### config.mk
export PLATFORM = sky130hd
export DESIGN_NAME = smsc_core
export DESIGN_NICKNAME = d
export VERILOG_FILES = /design/src/smsc_pkg.sv /design/src/smsc_sync.sv /design/src/smsc_core.sv
export SDC_FILE = /design/constraint.sdc
export NUM_CORES = 1
export LEC_CHECK = 0
export BUFFER_PORTS_ARGS = -buffer_cell sky130_fd_sc_hd__buf_2
export CORE_AREA = 2 2 111 113
export DETAILED_ROUTE_END_ITERATION = 12
export DIE_AREA = 0 0 113 115
export GPL_ROUTABILITY_DRIVEN = 0
export HOLD_SLACK_MARGIN = 0.05
export PLACE_DENSITY_LB_ADDON = 0.12
export SYNTH_ARGS = -nofsm -noshare
export SYNTH_HDL_FRONTEND = slang
export SYNTH_SLANG_ARGS = --single-unit
### constraint.sdc
create_clock -name aclk -period 2.2 [get_ports aclk]
set_clock_uncertainty 0.1 [all_clocks]
set_input_delay 0.11 -clock aclk [delete_from_list [all_inputs] [get_ports aclk]]
set_output_delay 0.11 -clock aclk [all_outputs]
set_load 0.01 [all_outputs]
### src/smsc_pkg.sv
package smsc_pkg;

  // system clock and default serial rate
  localparam int unsigned SYS_CLK_HZ      = 40_000_000;
  localparam int unsigned SCLK_HZ_DEFAULT = 20_000_000;

  // structural limits
  localparam int unsigned DATA_W_MAX = 16;
  localparam int unsigned SEL_W      = 16;
  localparam int unsigned ADDR_W     = 5;
  localparam int unsigned CNT_W      = 6;
  localparam int unsigned DIV_W      = 16;

  // register byte offsets
  localparam logic [4:0] ADDR_RXDATA  = 5'h00;
  localparam logic [4:0] ADDR_TXDATA  = 5'h04;
  localparam logic [4:0] ADDR_STATUS  = 5'h08;
  localparam logic [4:0] ADDR_CONTROL = 5'h0C;
  localparam logic [4:0] ADDR_SELECT  = 5'h10;

  // axi responses
  localparam logic [1:0] RESP_OKAY   = 2'h0;
  localparam logic [1:0] RESP_SLVERR = 2'h2;

  // control register, bit 0 upward: rx irq enable, tx irq enable, flow control
  typedef struct packed {
    logic flow_en;
    logic irq_tx_en;
    logic irq_rx_en;
  } smsc_ctrl_t;

  // status register, bit 0 upward
  typedef struct packed {
    logic overrun;
    logic busy;
    logic tmt;
    logic trdy;
    logic rrdy;
  } smsc_status_t;

  localparam smsc_ctrl_t  CTRL_RESET   = 3'h0;
  localparam logic [15:0] SELECT_RESET = 16'h0000;

  // one-hot master sequencer states
  typedef enum logic [1:0] {
    MS_IDLE = 2'b01,
    MS_RUN  = 2'b10
  } smsc_mstate_t;

endpackage : smsc_pkg

### src/smsc_sync.sv
module smsc_sync #(
  parameter int unsigned W = 1
) (
  // clock and control
  input  wire logic         aclk,
  input  wire logic         aresetn,
  input  wire logic         ce,
  // asynchronous levels in, synchronised levels out
  input  wire logic [W-1:0] d,
  output logic      [W-1:0] q
);

  logic [W-1:0] stage1;

  always_ff @(posedge aclk) begin
    if (!aresetn) begin
      stage1 <= '0;
      q      <= '0;
    end else if (ce) begin
      stage1 <= d;
      q      <= stage1;
    end
  end

endmodule : smsc_sync

### src/smsc_core.sv
// Decided for this implementation: the register addresses and register access over AXI4-Lite.
module smsc_core #(
  parameter bit          IS_MASTER = 1'b1,
  parameter int unsigned WIDTH     = 8,
  parameter int unsigned NUM_SEL   = 1,
  parameter bit          LSB_FIRST = 1'b0,
  parameter bit          CPOL      = 1'b0,
  parameter bit          CPHA      = 1'b0,
  parameter int unsigned SCLK_HZ   = smsc_pkg::SCLK_HZ_DEFAULT
) (
  // clock, reset, enable
  input  wire logic                       aclk,
  input  wire logic                       aresetn,
  input  wire logic                       ce,
  // axi4-lite write
  input  wire logic [smsc_pkg::ADDR_W-1:0] s_axi_awaddr,
  input  wire logic                       s_axi_awvalid,
  output logic                            s_axi_awready,
  input  wire logic [31:0]                s_axi_wdata,
  input  wire logic [3:0]                 s_axi_wstrb,
  input  wire logic                       s_axi_wvalid,
  output logic                            s_axi_wready,
  output logic [1:0]                      s_axi_bresp,
  output logic                            s_axi_bvalid,
  input  wire logic                       s_axi_bready,
  // axi4-lite read
  input  wire logic [smsc_pkg::ADDR_W-1:0] s_axi_araddr,
  input  wire logic                       s_axi_arvalid,
  output logic                            s_axi_arready,
  output logic [31:0]                     s_axi_rdata,
  output logic [1:0]                      s_axi_rresp,
  output logic                            s_axi_rvalid,
  input  wire logic                       s_axi_rready,
  // serial pins
  output logic                            sclk_o,
  input  wire logic                       sclk_i,
  output logic                            mosi_o,
  input  wire logic                       mosi_i,
  output logic                            miso_o,
  input  wire logic                       miso_i,
  input  wire logic                       ss_n_i,
  output logic [NUM_SEL-1:0]              indexed_target_select_line_n,
  // interrupt
  output logic                            irq
);

  // smallest even divisor whose rate does not exceed the target
  localparam int unsigned DIV  = ((smsc_pkg::SYS_CLK_HZ + 2 * SCLK_HZ - 1) / (2 * SCLK_HZ)) * 2;
  localparam int unsigned HALF = DIV / 2;
  localparam logic [smsc_pkg::DIV_W-1:0] HALF_LAST = smsc_pkg::DIV_W'(HALF - 1);
  localparam logic [smsc_pkg::CNT_W-1:0] EDGE_LAST = smsc_pkg::CNT_W'(2 * WIDTH - 1);
  localparam logic [smsc_pkg::CNT_W-1:0] BIT_LAST  = smsc_pkg::CNT_W'(WIDTH - 1);

  if (WIDTH < 1 || WIDTH > smsc_pkg::DATA_W_MAX) begin : g_bad_width
    $error("data width out of range");
  end
  if (NUM_SEL < 1 || NUM_SEL > smsc_pkg::SEL_W) begin : g_bad_sel
    $error("select line count out of range");
  end
  if (SCLK_HZ < 1 || HALF >= (1 << smsc_pkg::DIV_W)) begin : g_bad_rate
    $error("serial clock rate cannot be served");
  end

  function automatic logic [WIDTH-1:0] shift_in(input logic [WIDTH-1:0] r, input logic din);
    logic [WIDTH:0] t;
    t = LSB_FIRST ? {din, r} : {r, din};
    return LSB_FIRST ? t[WIDTH:1] : t[WIDTH-1:0];
  endfunction : shift_in

  function automatic logic [WIDTH-1:0] shift_out(input logic [WIDTH-1:0] r);
    logic [WIDTH:0] t;
    t = LSB_FIRST ? {1'b0, r} : {r, 1'b0};
    return LSB_FIRST ? t[WIDTH:1] : t[WIDTH-1:0];
  endfunction : shift_out

  function automatic logic [31:0] merge(input logic [31:0] old, input logic [31:0] nw, input logic [3:0] strb);
    logic [31:0] m;
    m = {{8{strb[3]}}, {8{strb[2]}}, {8{strb[1]}}, {8{strb[0]}}};
    return (old & ~m) | (nw & m);
  endfunction : merge

  // pin inputs cross into the system clock before anything reads them
  logic [3:0] pin_q;
  smsc_sync #(.W(4)) u_sync (
    .aclk    (aclk),
    .aresetn (aresetn),
    .ce      (ce),
    // idle levels travel as zero, so the reset value of the flops raises no false edge
    .d       ({sclk_i ^ CPOL, !ss_n_i, mosi_i, miso_i}),
    .q       (pin_q)
  );

  logic sclk_s;
  logic ss_s;
  logic mosi_s;
  logic miso_s;
  assign sclk_s = pin_q[3] ^ CPOL;
  assign ss_s   = !pin_q[2];
  assign mosi_s = pin_q[1];
  assign miso_s = pin_q[0];

  smsc_pkg::smsc_mstate_t      state;
  smsc_pkg::smsc_ctrl_t        ctrl;
  logic [smsc_pkg::SEL_W-1:0]  sel_reg;
  logic [smsc_pkg::DIV_W-1:0]  div_cnt;
  logic [smsc_pkg::CNT_W-1:0]  edge_cnt;
  logic [smsc_pkg::CNT_W-1:0]  bit_cnt;
  logic [WIDTH-1:0]            tx_hold;
  logic [WIDTH-1:0]            tx_shift;
  logic [WIDTH-1:0]            rx_hold;
  logic [WIDTH-1:0]            rx_shift;
  logic [WIDTH-1:0]            rx_next;
  logic                        tx_full;
  logic                        rrdy;
  logic                        overrun;
  logic                        started;
  logic                        sclk_q;
  logic                        sclk_d;
  logic                        active;
  logic                        edge_ev;
  logic                        is_lead;
  logic                        sample_ev;
  logic                        change_ev;
  logic                        word_done;
  logic                        shift_idle;
  logic                        load_ev;
  logic                        din;
  logic                        tx_bit;

  // serial edge events come from the divider as master, from the pin as slave
  always_comb begin
    if (IS_MASTER) begin
      active  = (state == smsc_pkg::MS_RUN);
      edge_ev = active && (div_cnt == HALF_LAST);
      is_lead = (sclk_q == CPOL);
    end else begin
      active  = !ss_s;
      edge_ev = active && (sclk_s != sclk_d);
      is_lead = (sclk_d == CPOL);
    end
  end

  // change edges before a word's first sample are skipped: the first bit is already on the pin
  assign sample_ev  = edge_ev && (is_lead ^ CPHA);
  assign change_ev  = edge_ev && !(is_lead ^ CPHA) && started;
  assign word_done  = sample_ev && (bit_cnt == BIT_LAST);
  assign shift_idle = IS_MASTER ? (state == smsc_pkg::MS_IDLE) : (!active || !started);
  assign load_ev    = shift_idle && tx_full;
  assign din        = IS_MASTER ? miso_s : mosi_s;
  assign rx_next    = shift_in(rx_shift, din);
  assign tx_bit     = LSB_FIRST ? tx_shift[0] : tx_shift[WIDTH-1];

  always_ff @(posedge aclk) begin
    if (!aresetn) begin
      sclk_d <= CPOL;
    end else if (ce) begin
      sclk_d <= sclk_s;
    end
  end

  // master sequencer and clock divider; a slave build never leaves idle
  always_ff @(posedge aclk) begin
    if (!aresetn) begin
      state    <= smsc_pkg::MS_IDLE;
      div_cnt  <= '0;
      edge_cnt <= '0;
      sclk_q   <= CPOL;
    end else if (ce && IS_MASTER) begin
      case (state)
        smsc_pkg::MS_IDLE: begin
          div_cnt  <= '0;
          edge_cnt <= '0;
          sclk_q   <= CPOL;
          if (tx_full) begin
            state <= smsc_pkg::MS_RUN;
          end
        end
        smsc_pkg::MS_RUN: begin
          if (div_cnt == HALF_LAST) begin
            div_cnt  <= '0;
            sclk_q   <= !sclk_q;
            edge_cnt <= edge_cnt + 1'b1;
            if (edge_cnt == EDGE_LAST) begin
              state <= smsc_pkg::MS_IDLE;
            end
          end else begin
            div_cnt <= div_cnt + 1'b1;
          end
        end
        default: begin
          state <= smsc_pkg::MS_IDLE;
        end
      endcase
    end
  end

  // word framing: bit count and whether the current word has begun
  always_ff @(posedge aclk) begin
    if (!aresetn) begin
      bit_cnt <= '0;
      started <= 1'b0;
    end else if (ce) begin
      if (!active) begin
        bit_cnt <= '0;
        started <= 1'b0;
      end else if (sample_ev) begin
        bit_cnt <= word_done ? '0 : bit_cnt + 1'b1;
        started <= !word_done;
      end
    end
  end

  // transmit path: holding register double-buffers the shifter
  logic wr_go;
  logic wr_tx;
  logic [smsc_pkg::ADDR_W-1:0] aw_addr;
  logic [31:0] w_data;
  logic [3:0]  w_strb;
  assign wr_tx = wr_go && (aw_addr == smsc_pkg::ADDR_TXDATA) && (w_strb != 4'h0);

  always_ff @(posedge aclk) begin
    if (!aresetn) begin
      tx_hold  <= '0;
      tx_full  <= 1'b0;
      tx_shift <= '0;
    end else if (ce) begin
      if (wr_tx) begin
        tx_hold <= w_data[WIDTH-1:0];
      end
      // a write in the load cycle keeps the new word pending
      tx_full <= wr_tx || (tx_full && !load_ev);
      if (load_ev) begin
        tx_shift <= tx_hold;
      end else if (change_ev) begin
        tx_shift <= shift_out(tx_shift);
      end
    end
  end

  // receive path
  logic rd_go;
  logic rd_rx;
  assign rd_rx = rd_go && (s_axi_araddr == smsc_pkg::ADDR_RXDATA);

  always_ff @(posedge aclk) begin
    if (!aresetn) begin
      rx_shift <= '0;
      rx_hold  <= '0;
      rrdy     <= 1'b0;
      overrun  <= 1'b0;
    end else if (ce) begin
      if (sample_ev) begin
        rx_shift <= rx_next;
      end
      if (word_done) begin
        rx_hold <= rx_next;
      end
      // a completing word wins over a read in the same cycle
      rrdy <= word_done || (rrdy && !rd_rx);
      if (word_done && rrdy && !rd_rx) begin
        overrun <= 1'b1;
      end else if (wr_go && aw_addr == smsc_pkg::ADDR_STATUS) begin
        overrun <= 1'b0;
      end
    end
  end

  // axi4-lite write channel; flow control stalls a data write while the holding register is full
  logic aw_held;
  logic w_held;
  logic wr_stall;
  logic wr_mapped;
  assign s_axi_awready = !aw_held;
  assign s_axi_wready  = !w_held;
  assign wr_stall  = ctrl.flow_en && (aw_addr == smsc_pkg::ADDR_TXDATA) && tx_full;
  assign wr_go     = aw_held && w_held && !s_axi_bvalid && !wr_stall;
  assign wr_mapped = (aw_addr == smsc_pkg::ADDR_RXDATA) || (aw_addr == smsc_pkg::ADDR_TXDATA) ||
                     (aw_addr == smsc_pkg::ADDR_STATUS) || (aw_addr == smsc_pkg::ADDR_CONTROL) ||
                     (aw_addr == smsc_pkg::ADDR_SELECT);

  always_ff @(posedge aclk) begin
    if (!aresetn) begin
      aw_held      <= 1'b0;
      w_held       <= 1'b0;
      aw_addr      <= '0;
      w_data       <= '0;
      w_strb       <= '0;
      s_axi_bvalid <= 1'b0;
      s_axi_bresp  <= smsc_pkg::RESP_OKAY;
    end else if (ce) begin
      if (s_axi_awvalid && !aw_held) begin
        aw_held <= 1'b1;
        aw_addr <= s_axi_awaddr;
      end else if (wr_go) begin
        aw_held <= 1'b0;
      end
      if (s_axi_wvalid && !w_held) begin
        w_held <= 1'b1;
        w_data <= s_axi_wdata;
        w_strb <= s_axi_wstrb;
      end else if (wr_go) begin
        w_held <= 1'b0;
      end
      if (wr_go) begin
        s_axi_bvalid <= 1'b1;
        s_axi_bresp  <= wr_mapped ? smsc_pkg::RESP_OKAY : smsc_pkg::RESP_SLVERR;
      end else if (s_axi_bready) begin
        s_axi_bvalid <= 1'b0;
      end
    end
  end

  // control and target-select registers
  logic [31:0] ctrl_new;
  logic [31:0] sel_new;
  assign ctrl_new = merge({29'h0000_0000, ctrl}, w_data, w_strb);
  assign sel_new  = merge({16'h0000, sel_reg}, w_data, w_strb);

  always_ff @(posedge aclk) begin
    if (!aresetn) begin
      ctrl    <= smsc_pkg::CTRL_RESET;
      sel_reg <= smsc_pkg::SELECT_RESET;
    end else if (ce && wr_go) begin
      if (aw_addr == smsc_pkg::ADDR_CONTROL) begin
        ctrl <= ctrl_new[2:0];
      end
      if (aw_addr == smsc_pkg::ADDR_SELECT) begin
        sel_reg <= sel_new[15:0];
      end
    end
  end

  // axi4-lite read channel; flow control holds off a data read until a word is ready
  smsc_pkg::smsc_status_t status;
  logic rd_stall;
  assign status.overrun = overrun;
  assign status.busy    = active;
  assign status.tmt     = !tx_full && shift_idle;
  assign status.trdy    = !tx_full;
  assign status.rrdy    = rrdy;
  assign rd_stall      = ctrl.flow_en && (s_axi_araddr == smsc_pkg::ADDR_RXDATA) && !rrdy;
  assign s_axi_arready = !s_axi_rvalid && !rd_stall;
  assign rd_go         = s_axi_arvalid && s_axi_arready;

  always_ff @(posedge aclk) begin
    if (!aresetn) begin
      s_axi_rvalid <= 1'b0;
      s_axi_rdata  <= '0;
      s_axi_rresp  <= smsc_pkg::RESP_OKAY;
    end else if (ce) begin
      if (rd_go) begin
        s_axi_rvalid <= 1'b1;
        s_axi_rresp  <= smsc_pkg::RESP_OKAY;
        case (s_axi_araddr)
          smsc_pkg::ADDR_RXDATA:  s_axi_rdata <= 32'(rx_hold);
          smsc_pkg::ADDR_TXDATA:  s_axi_rdata <= 32'(tx_hold);
          smsc_pkg::ADDR_STATUS:  s_axi_rdata <= 32'(status);
          smsc_pkg::ADDR_CONTROL: s_axi_rdata <= 32'(ctrl);
          smsc_pkg::ADDR_SELECT:  s_axi_rdata <= 32'(sel_reg);
          default: begin
            s_axi_rdata <= '0;
            s_axi_rresp <= smsc_pkg::RESP_SLVERR;
          end
        endcase
      end else if (s_axi_rready) begin
        s_axi_rvalid <= 1'b0;
      end
    end
  end

  // pins: a slave drives miso at all times, an outside buffer must isolate it
  assign sclk_o = IS_MASTER ? sclk_q : CPOL;
  assign mosi_o = IS_MASTER ? tx_bit : 1'b0;
  assign miso_o = IS_MASTER ? 1'b0 : tx_bit;
  assign irq    = (rrdy && ctrl.irq_rx_en) || (!tx_full && ctrl.irq_tx_en);

  for (genvar i = 0; i < NUM_SEL; i++) begin : g_sel
    assign indexed_target_select_line_n[i] = !(IS_MASTER && active && sel_reg[i]);
  end
endmodule : smsc_core

Word-level counts from Yosys, hierarchy flattened:

Cells that the tools add are included.

* flip-flop bits (word level): 152
* input port bits: 58
* output and inout port bits: 46
* word-level logic and storage cells: 165

* $add $sub $neg: 3
* equality and inequality tests: 16
* mux-type cells: 29
* bitwise logic cells: 7
* reductions and logical operators: 81

Operator list (count)
* case mux 16 bit (5 select lines): 1
* AND reduction 2 bit: 17
* AND 16 bit: 2
* case mux 16 bit (2 select lines): 1
* logical AND 1 bit: 30
* 2-to-1 mux 6 bit: 4
* == test 5 x 4 -> 1 bit (second input constant): 4
* adder 16 x 1 -> 16 bit (second input constant): 1
* zero test 16 bit: 1
* 2-to-1 mux 16 bit: 1
* 2-to-1 mux 8 bit: 2
* NOT 16 bit: 1
* OR 16 bit: 1
* nonzero test 2 bit: 7
* zero test 1 bit: 13
* adder 6 x 1 -> 6 bit (second input constant): 2
* 2-to-1 mux 1 bit: 12
* case mux 6 bit (2 select lines): 1
* == test 5 x 3 -> 1 bit (second input constant): 2
* == test 5 bit (second input constant): 2
* zero test 5 bit: 2
* 2-to-1 mux 2 bit: 5
* logical OR 1 bit: 7
* == test 6 x 3 -> 1 bit (second input constant): 1
* 14 further kinds: 16

Longest topological paths before layout:

Gate-level depths: netlist (run 1).

* word-level depth: 11
* gate-level depth with buffers: 9
* gate-level depth less buffers: 7

Hierarchy:

Synthesis (run 1) repeated with hierarchy kept, for this count alone.

* cell total of the unflattened synthesis: 735
* area total of the unflattened synthesis: 6367.4 µm²

Modules (own cells, without submodules)
* smsc_core: instances 1, cells each 710, area an instance 6065.8 µm², sequential area each 2642.5 µm²
* smsc_sync: instances 1, cells each 25, area an instance 301.5 µm², sequential area each 160.2 µm²

Worst setup path after synthesis (run 1):

Ideal clock, no wire load.

* path kind: reg2reg
* start: register div_cnt[3] in the netlist's numbering
* end: register rx_hold[0]
* setup time: 0.128 ns
* arrival time: 1.835 ns
* data required time: 1.972 ns
* slack: 0.137 ns
* stages on the path, launching flop included: 7
* buffers on the path: 1
* period minus slack after synthesis: 2.063 ns
* path through: dfxtp_1 -> nor4_4 -> nand4_4 -> or4_1 -> buf_4 -> mux2i_1 -> nor2_1

* longest elaborated chain between the ends: 5

RTL lines
* start, declared: RTL line smsc_core.sv:105 `logic [smsc_pkg::DIV_W-1:0] div_cnt;`
* start signal, assigned: RTL line smsc_core.sv:187 `div_cnt <= div_cnt + 1'b1;`
* zero test 16 bit: RTL line smsc_core.sv:134 `edge_ev = active && (div_cnt == HALF_LAST);`
* logical AND 1 bit: RTL line smsc_core.sv:134
* logical AND 1 bit: RTL line smsc_core.sv:144 `assign sample_ev = edge_ev && (is_lead ^ CPHA);`
* logical AND 1 bit: RTL line smsc_core.sv:146 `assign word_done = sample_ev && (bit_cnt == BIT_LAST);`
* AND reduction 2 bit (no source line)
* end signal, assigned: RTL line smsc_core.sv:256 `rx_hold <= rx_next;`
* end, declared: RTL line smsc_core.sv:110 `logic [WIDTH-1:0] rx_hold;`

Every way passes these cells.
A chain may end at the register's enable or synchronous reset.

Worst setup path in the final report (run 1):

* start: register div_cnt[6] in the netlist's numbering
* end: register rx_hold[6]

The elaborated chain is that of the path after synthesis.

==> impl_metrics.json, run 1 <==
{
  "vias": 4937,
  "synthMuxAreaShare": 0.0871,
  "fin_setup_tns_ps": 0,
  "highest-signal-layer": "met4",
  "slowest_stage": "or4_1",
  "endpoint_kind": "register",
  "grt_max_degree": 50,
  "pre_cts_slack_ps": 65.5,
  "antenna_left": 0,
  "status": "complete, but fails checks",
  "synth_edf_count": 0,
  "drive_gt1_frac": 0.186,
  "cts_htree_levels": 4,
  "grt_use_total": 0.213,
  "first_iter_violations": 294,
  "dp_hpwl_mm": 9.24,
  "min_period_over_period": 0.949,
  "vdd_drop_max_mv": 0.527,
  "tightest_slew_ps": 551,
  "ios": 104,
  "hold_violations": 0,
  "drv_cap": 0,
  "rsz0062_at_grt": "yes",
  "cp.required_ps": 2390,
  "clock_latency_ps": 420,
  "synthSimpleGateAreaFrac": 0.230,
  "postSynthCellCount": 661,
  "violations": "DRC",
  "cts_sinks": 134,
  "grt_pass1_vias": 4608,
  "overflow": 0,
  "crit_buf_inv": 1,
  "clock-root-buffer": "clkbuf_16",
  "wl_per_cell_microns": 14.6,
  "die_y_microns": 115,
  "synth_xor_area_frac": 0.0243,
  "core_area_sq_um": 11800,
  "postSynthAreaPerCell_sq_um": 8.72,
  "route.met2.wl_mm": 6.08,
  "async_flop_share": 0,
  "p_per_area_nw_per_um2": 786,
  "route.met3.wl_microns": 613,
  "yosys.area_share.adder": 0.0130,
  "total_leakage_power_uw": 0.00313,
  "rows": 40,
  "max_freq_mhz": 479,
  "hold_class": "input pin to register",
  "grt_pass1_wl_mm": 22.3,
  "met1Wirelength_mm": 6.61,
  "die_area_sq_um": 13000,
  "startpoint_type": "register",
  "synth.distinct_cells": 53,
  "diodes": 0,
  "ys_seq_elements": 134,
  "ys_seq_area_frac": 0.466,
  "synth-compound-area-share": 0.123,
  "fin_ws_ps": 112,
  "worstPathCellList": "nor4_4 > nand4_4 > or4_1 > buf_6 > mux2i_1 > nor2_1",
  "period_minus_slack_ps": 2090,
  "numCtsBuffers": 17,
  "fin_cells": 928,
  "cts.path.max_buffers": 2,
  "hold_ws_ps": 71.1,
  "synthFlopType": "dfxtp_1",
  "worstSetupPathType": "register to register",
  "initial_utilization": 0.488,
  "path_clk_slew_ps": 60,
  "ys_warn_count": 0,
  "antenna_found_initial": 0,
  "drv_slew": 0,
  "cp_max_fo": 10,
  "drc": 6,
  "syn_to_final_growth_pct": 25.4,
  "syn_area_sq_um": 5760,
  "arrival_ps": 2280,
  "slew_headroom": 0.629,
  "vias_per_cell": 5.32,
  "port_buffers": 65,
  "cp_top_family": "simple AND/OR/NAND/NOR gates",
  "cts_tree": "done",
  "synth_top_family_by_area": "simple AND/OR/NAND/NOR gates",
  "dp_cells": 864,
  "drt-pass1-iter-count": 9,
  "n_fill_cell": 1036,
  "drt_wl_total_mm": 13.6,
  "die_x_microns": 113,
  "setup_viol": 0,
  "fin_nets": 832,
  "slowest_delay_ps": 560
}
==> where the power goes <==
group	internal [uW]	total, uW	leakage [uW]	switching (uW)
Combinational	140	346	0.00175	205
Sequential	2460	2490	0.00108	25.2
Clock	1740	2840	0.000294	1100
==> synth_stat cells (all sizes together) (8+ instances only) <==
library cell | count | area (sq um)
buf | 24 | 169
nor3 | 8 | 45.0
a211oi | 8 | 60.1
a21oi | 38 | 190
mux2i | 49 | 490
nand2 | 104 | 390
nand3 | 34 | 170
o21ai | 24 | 120
nor4 | 9 | 92.6
inv | 13 | 48.8
nor2 | 83 | 312
nand4 | 10 | 77.6
a22o | 11 | 96.3
clkbuf | 28 | 106
xor2 | 10 | 87.6
dfxtp | 134 | 2680
==> cell families after synthesis <==
group | count (synthesis)
AND/OR/NAND/NOR | 280
flip-flops | 134
AO/OA/AOI/OAI | 109
buffers and inverters | 65
adder cells (fa/ha/maj) | 6
XOR/XNOR | 16
other | 1
multiplexers | 50
==> per-stage QoR <==
stage / cell area, sq um / util / total power (uW)
2_1_floorplan: 5830 / - / 2750
3_5_place_dp: 6260 / 0.530 / 2840
6_report: 7230 / 0.612 / 5680
5_1_grt: 7230 / 0.612 / 5870
3_3_place_gp: 6260 / 0.530 / 2830
4_1_cts: 7170 / 0.607 / 5710
==> worst register-to-register path: stages (launching register included) <==
cell and delay, ps:
dfxtp_1 350, nor4_4 430, nand4_4 130, or4_1 560, buf_6 190, mux2i_1 160, nor2_1 50
==> per-layer routing <==
metal	GRT usage	vias to the layer above
met2	0.329	122
met4	0.0829	0
met1	0.290	2317
met5	0	-
li1	-	2476
met3	0.0506	22
==> area by class of cell <==
cell class | count | area, sq um | area share
repair buffers | 122 | 836 | 0.116
inverters | 13 | 48.8 | 0.00675
multi-input cells | 480 | 2870 | 0.398
clock inverters | 13 | 148 | 0.0204
well taps | 147 | 184 | 0.0255
flip-flops and latches | 134 | 2680 | 0.371
clock buffers | 19 | 453 | 0.0627
==> worst paths after layout <==
| kind | start | endpoint | slack (ps) | cells after the start |
|---|---|---|---|---|
| setup reg to reg | div_cnt[6] | rx_hold[6] | 110 | 6 |
| setup / recovery | div_cnt[6] | rx_hold[6] | 110 | 6 |
| hold reg to reg | s_axi_rdata[11] | s_axi_rdata[11] | 350 | 2 |
| hold / removal | s_axi_araddr[3] | s_axi_rresp[1] | 70 | 3 |
==> placed cells by master, fill, tap and decap left out, drive strengths merged, types with 10 or more instances in the layout <==
cell type / n
dfxtp: 134
nand2: 104
buf: 91
nor2: 83
mux2i: 49
a21oi: 38
nand3: 34
dlygate4sd3: 31
o21ai: 24
conb: 19
clkbuf: 19
inv: 16
a22o: 11
xor2: 10
nand4: 10
==> what timing repair did <==
item / in CTS / in global routing
endpoints found under the setup margin: 0 / 32
hold buffers: 31 / 0
resized for setup: 0 / 10
endpoints found under the hold margin: 29 / 0
buffers inserted: 0 / 0
Power figures use the tool's default switching activity.
==> run 2, diff against run 1 <==
==> constraint.sdc (replaced) <==
create_clock -name aclk -period 2.2 [get_ports aclk]
set_clock_uncertainty 0.1 [all_clocks]
set_input_delay 0.66 -clock aclk [delete_from_list [all_inputs] [get_ports aclk]]
set_output_delay 0.66 -clock aclk [all_outputs]
set_load 0.01 [all_outputs]
==> run 2 against run 1 <==
The run ends with DRC, setup timing left. Largest power group unchanged. Core utilization down 1.5 points. Routed wire length down 2.2%. Fmax down 6.3%. First-iteration DRC count down 11%. Largest cell class unchanged. Total power down 2.1%. Design area down 2.5%. Highest routed layer unchanged. Sequential share of layout area up 0.96 points. Worst setup slack worse by 140 ps.
==> impl_metrics.json, run 2 (synthesized netlist as in run 1, its figures left out) <==
{
  "rows": 40,
  "hold_violations": 0,
  "grt_pass1_wl_mm": 21.9,
  "first_iter_violations": 263,
  "drv_cap": 0,
  "dp_hpwl_mm": 9.43,
  "startpoint_type": "input pin",
  "wl_per_cell_microns": 14.5,
  "layout_commonest_cell": "dfxtp_1",
  "violations": "DRC, setup timing",
  "hold_class": "register to register",
  "overflow": 0,
  "numCtsBuffers": 17,
  "fin_ws_ps": -27.4,
  "cp_max_fo": 2,
  "arrival_ps": 1470,
  "clock-root-buffer": "clkbuf_16",
  "drive_gt1_frac": 0.207,
  "fin_cells": 912,
  "drt_wl_total_mm": 13.3,
  "grt_use_total": 0.211,
  "die_x_microns": 113,
  "initial_utilization": 0.488,
  "clock_latency_ps": 420,
  "worstSetupPathType": "input pin to output port",
  "cts.path.max_buffers": 2,
  "drt-pass1-iter-count": 9,
  "cp.required_ps": 1440,
  "finalCoreUtilization": 0.596,
  "hold_buffers": 0,
  "p_total_uw": 5560,
  "cts_sinks": 134,
  "syn_to_final_growth_pct": 22.3,
  "grt_pass1_vias": 4578,
  "vdd_drop_max_mv": 0.471,
  "max_freq_mhz": 449,
  "fin_nets": 816,
  "rsz0062_at_grt": "yes",
  "final_cell_mix": "dfxtp_1 (133), nand2_1 (104), nor2_1 (82)",
  "drv_slew": 0,
  "ios": 104,
  "core_area_sq_um": 11800,
  "drc": 7,
  "fin_setup_tns_ps": -27.4,
  "endpoint_kind": "output port",
  "port_buffers": 65,
  "die_area_sq_um": 13000,
  "dp_cells": 877,
  "period_minus_slack_ps": 2230,
  "setup_viol": 1,
  "diodes": 0,
  "path_clk_slew_ps": 60,
  "vias_per_cell": 5.39,
  "antenna_found_initial": 0,
  "die_y_microns": 115,
  "antenna_left": 0,
  "min_period_over_period": 1.01,
  "total_leakage_power_uw": 0.00305,
  "grt_max_degree": 83,
  "cts_tree": "done",
  "cts_htree_levels": 4,
  "status": "complete, but fails checks",
  "vias": 4919,
  "p_per_area_nw_per_um2": 789
}
## run 2: changes by cell type in the layout (fill, tap and decap cells not counted), moves of 2 or more
| cell | delta |
|---|---|
| dlygate4sd3_1 | -31 |
| clkinv_4 | -3 |
| clkbuf_1 | +2 |
| buf_12 | +2 |
| buf_6 | +2 |
| buf_4 | +14 |
| clkinv_2 | +2 |
| a211oi_2 | -2 |
| inv_6 | -2 |
| a211oi_1 | +2 |
| buf_2 | -3 |
| clkinvlp_4 | +2 |
## run 2: worst paths after layout
path	endpoint	slack (ps)	cells past startpoint	start
setup / recovery	s_axi_arready	-30	5	s_axi_araddr[1]
hold / removal	w_data[12]	350	2	w_data[12]
setup reg to reg	rx_hold[5]	130	6	div_cnt[7]
hold reg to reg	w_data[12]	350	2	w_data[12]
## run 2: where the power goes
part,leakage [uW],internal (uW),switching [uW]
Clock,0.000276,1690,1050
Sequential,0.00108,2460,25.3
Combinational,0.00169,127,204
## run 2: area by class of cell
cell class,instances,area (sq um)
fillers,1042,4770
multi-input cells,480,2870
flip-flops and latches,134,2680
repair buffers,106,678
clock buffers,20,447
well taps,147,184
clock inverters,12,129
inverters,13,48.8
## run 2: worst max-delay path, cell delays in order
cell and delay [ps]:
buf_6 90, or2_4 250, nor4_4 170, a31oi_1 130, buf_2 170
## run 2: per-layer routing
layer,vias to the layer above,global-route usage,share of wire
met5,-,0,0
li1,2447,-,-
met2,141,0.321,0.45
met1,2307,0.284,0.47
met3,24,0.0585,0.063
met4,0,0.0894,0.023
## run 2: per-stage QoR
step | area [sq um] | setup slack (ps) | hold slack, ps
final | 7040 | -27.4 | 354
after global routing | 7040 | -63.3 | 366
after CTS | 7000 | -101 | 354
after detailed placement | 6390 | -165 | 345
after global placement | 6390 | -129 | 338
after floorplan | 5850 | -61.7 | 326
## run 2: repair_timing
action,4_1_cts,5_1_grt
setup buffers,1,2
resized for setup,6,5
endpoints found under the setup margin,4,18
pin swaps,3,4
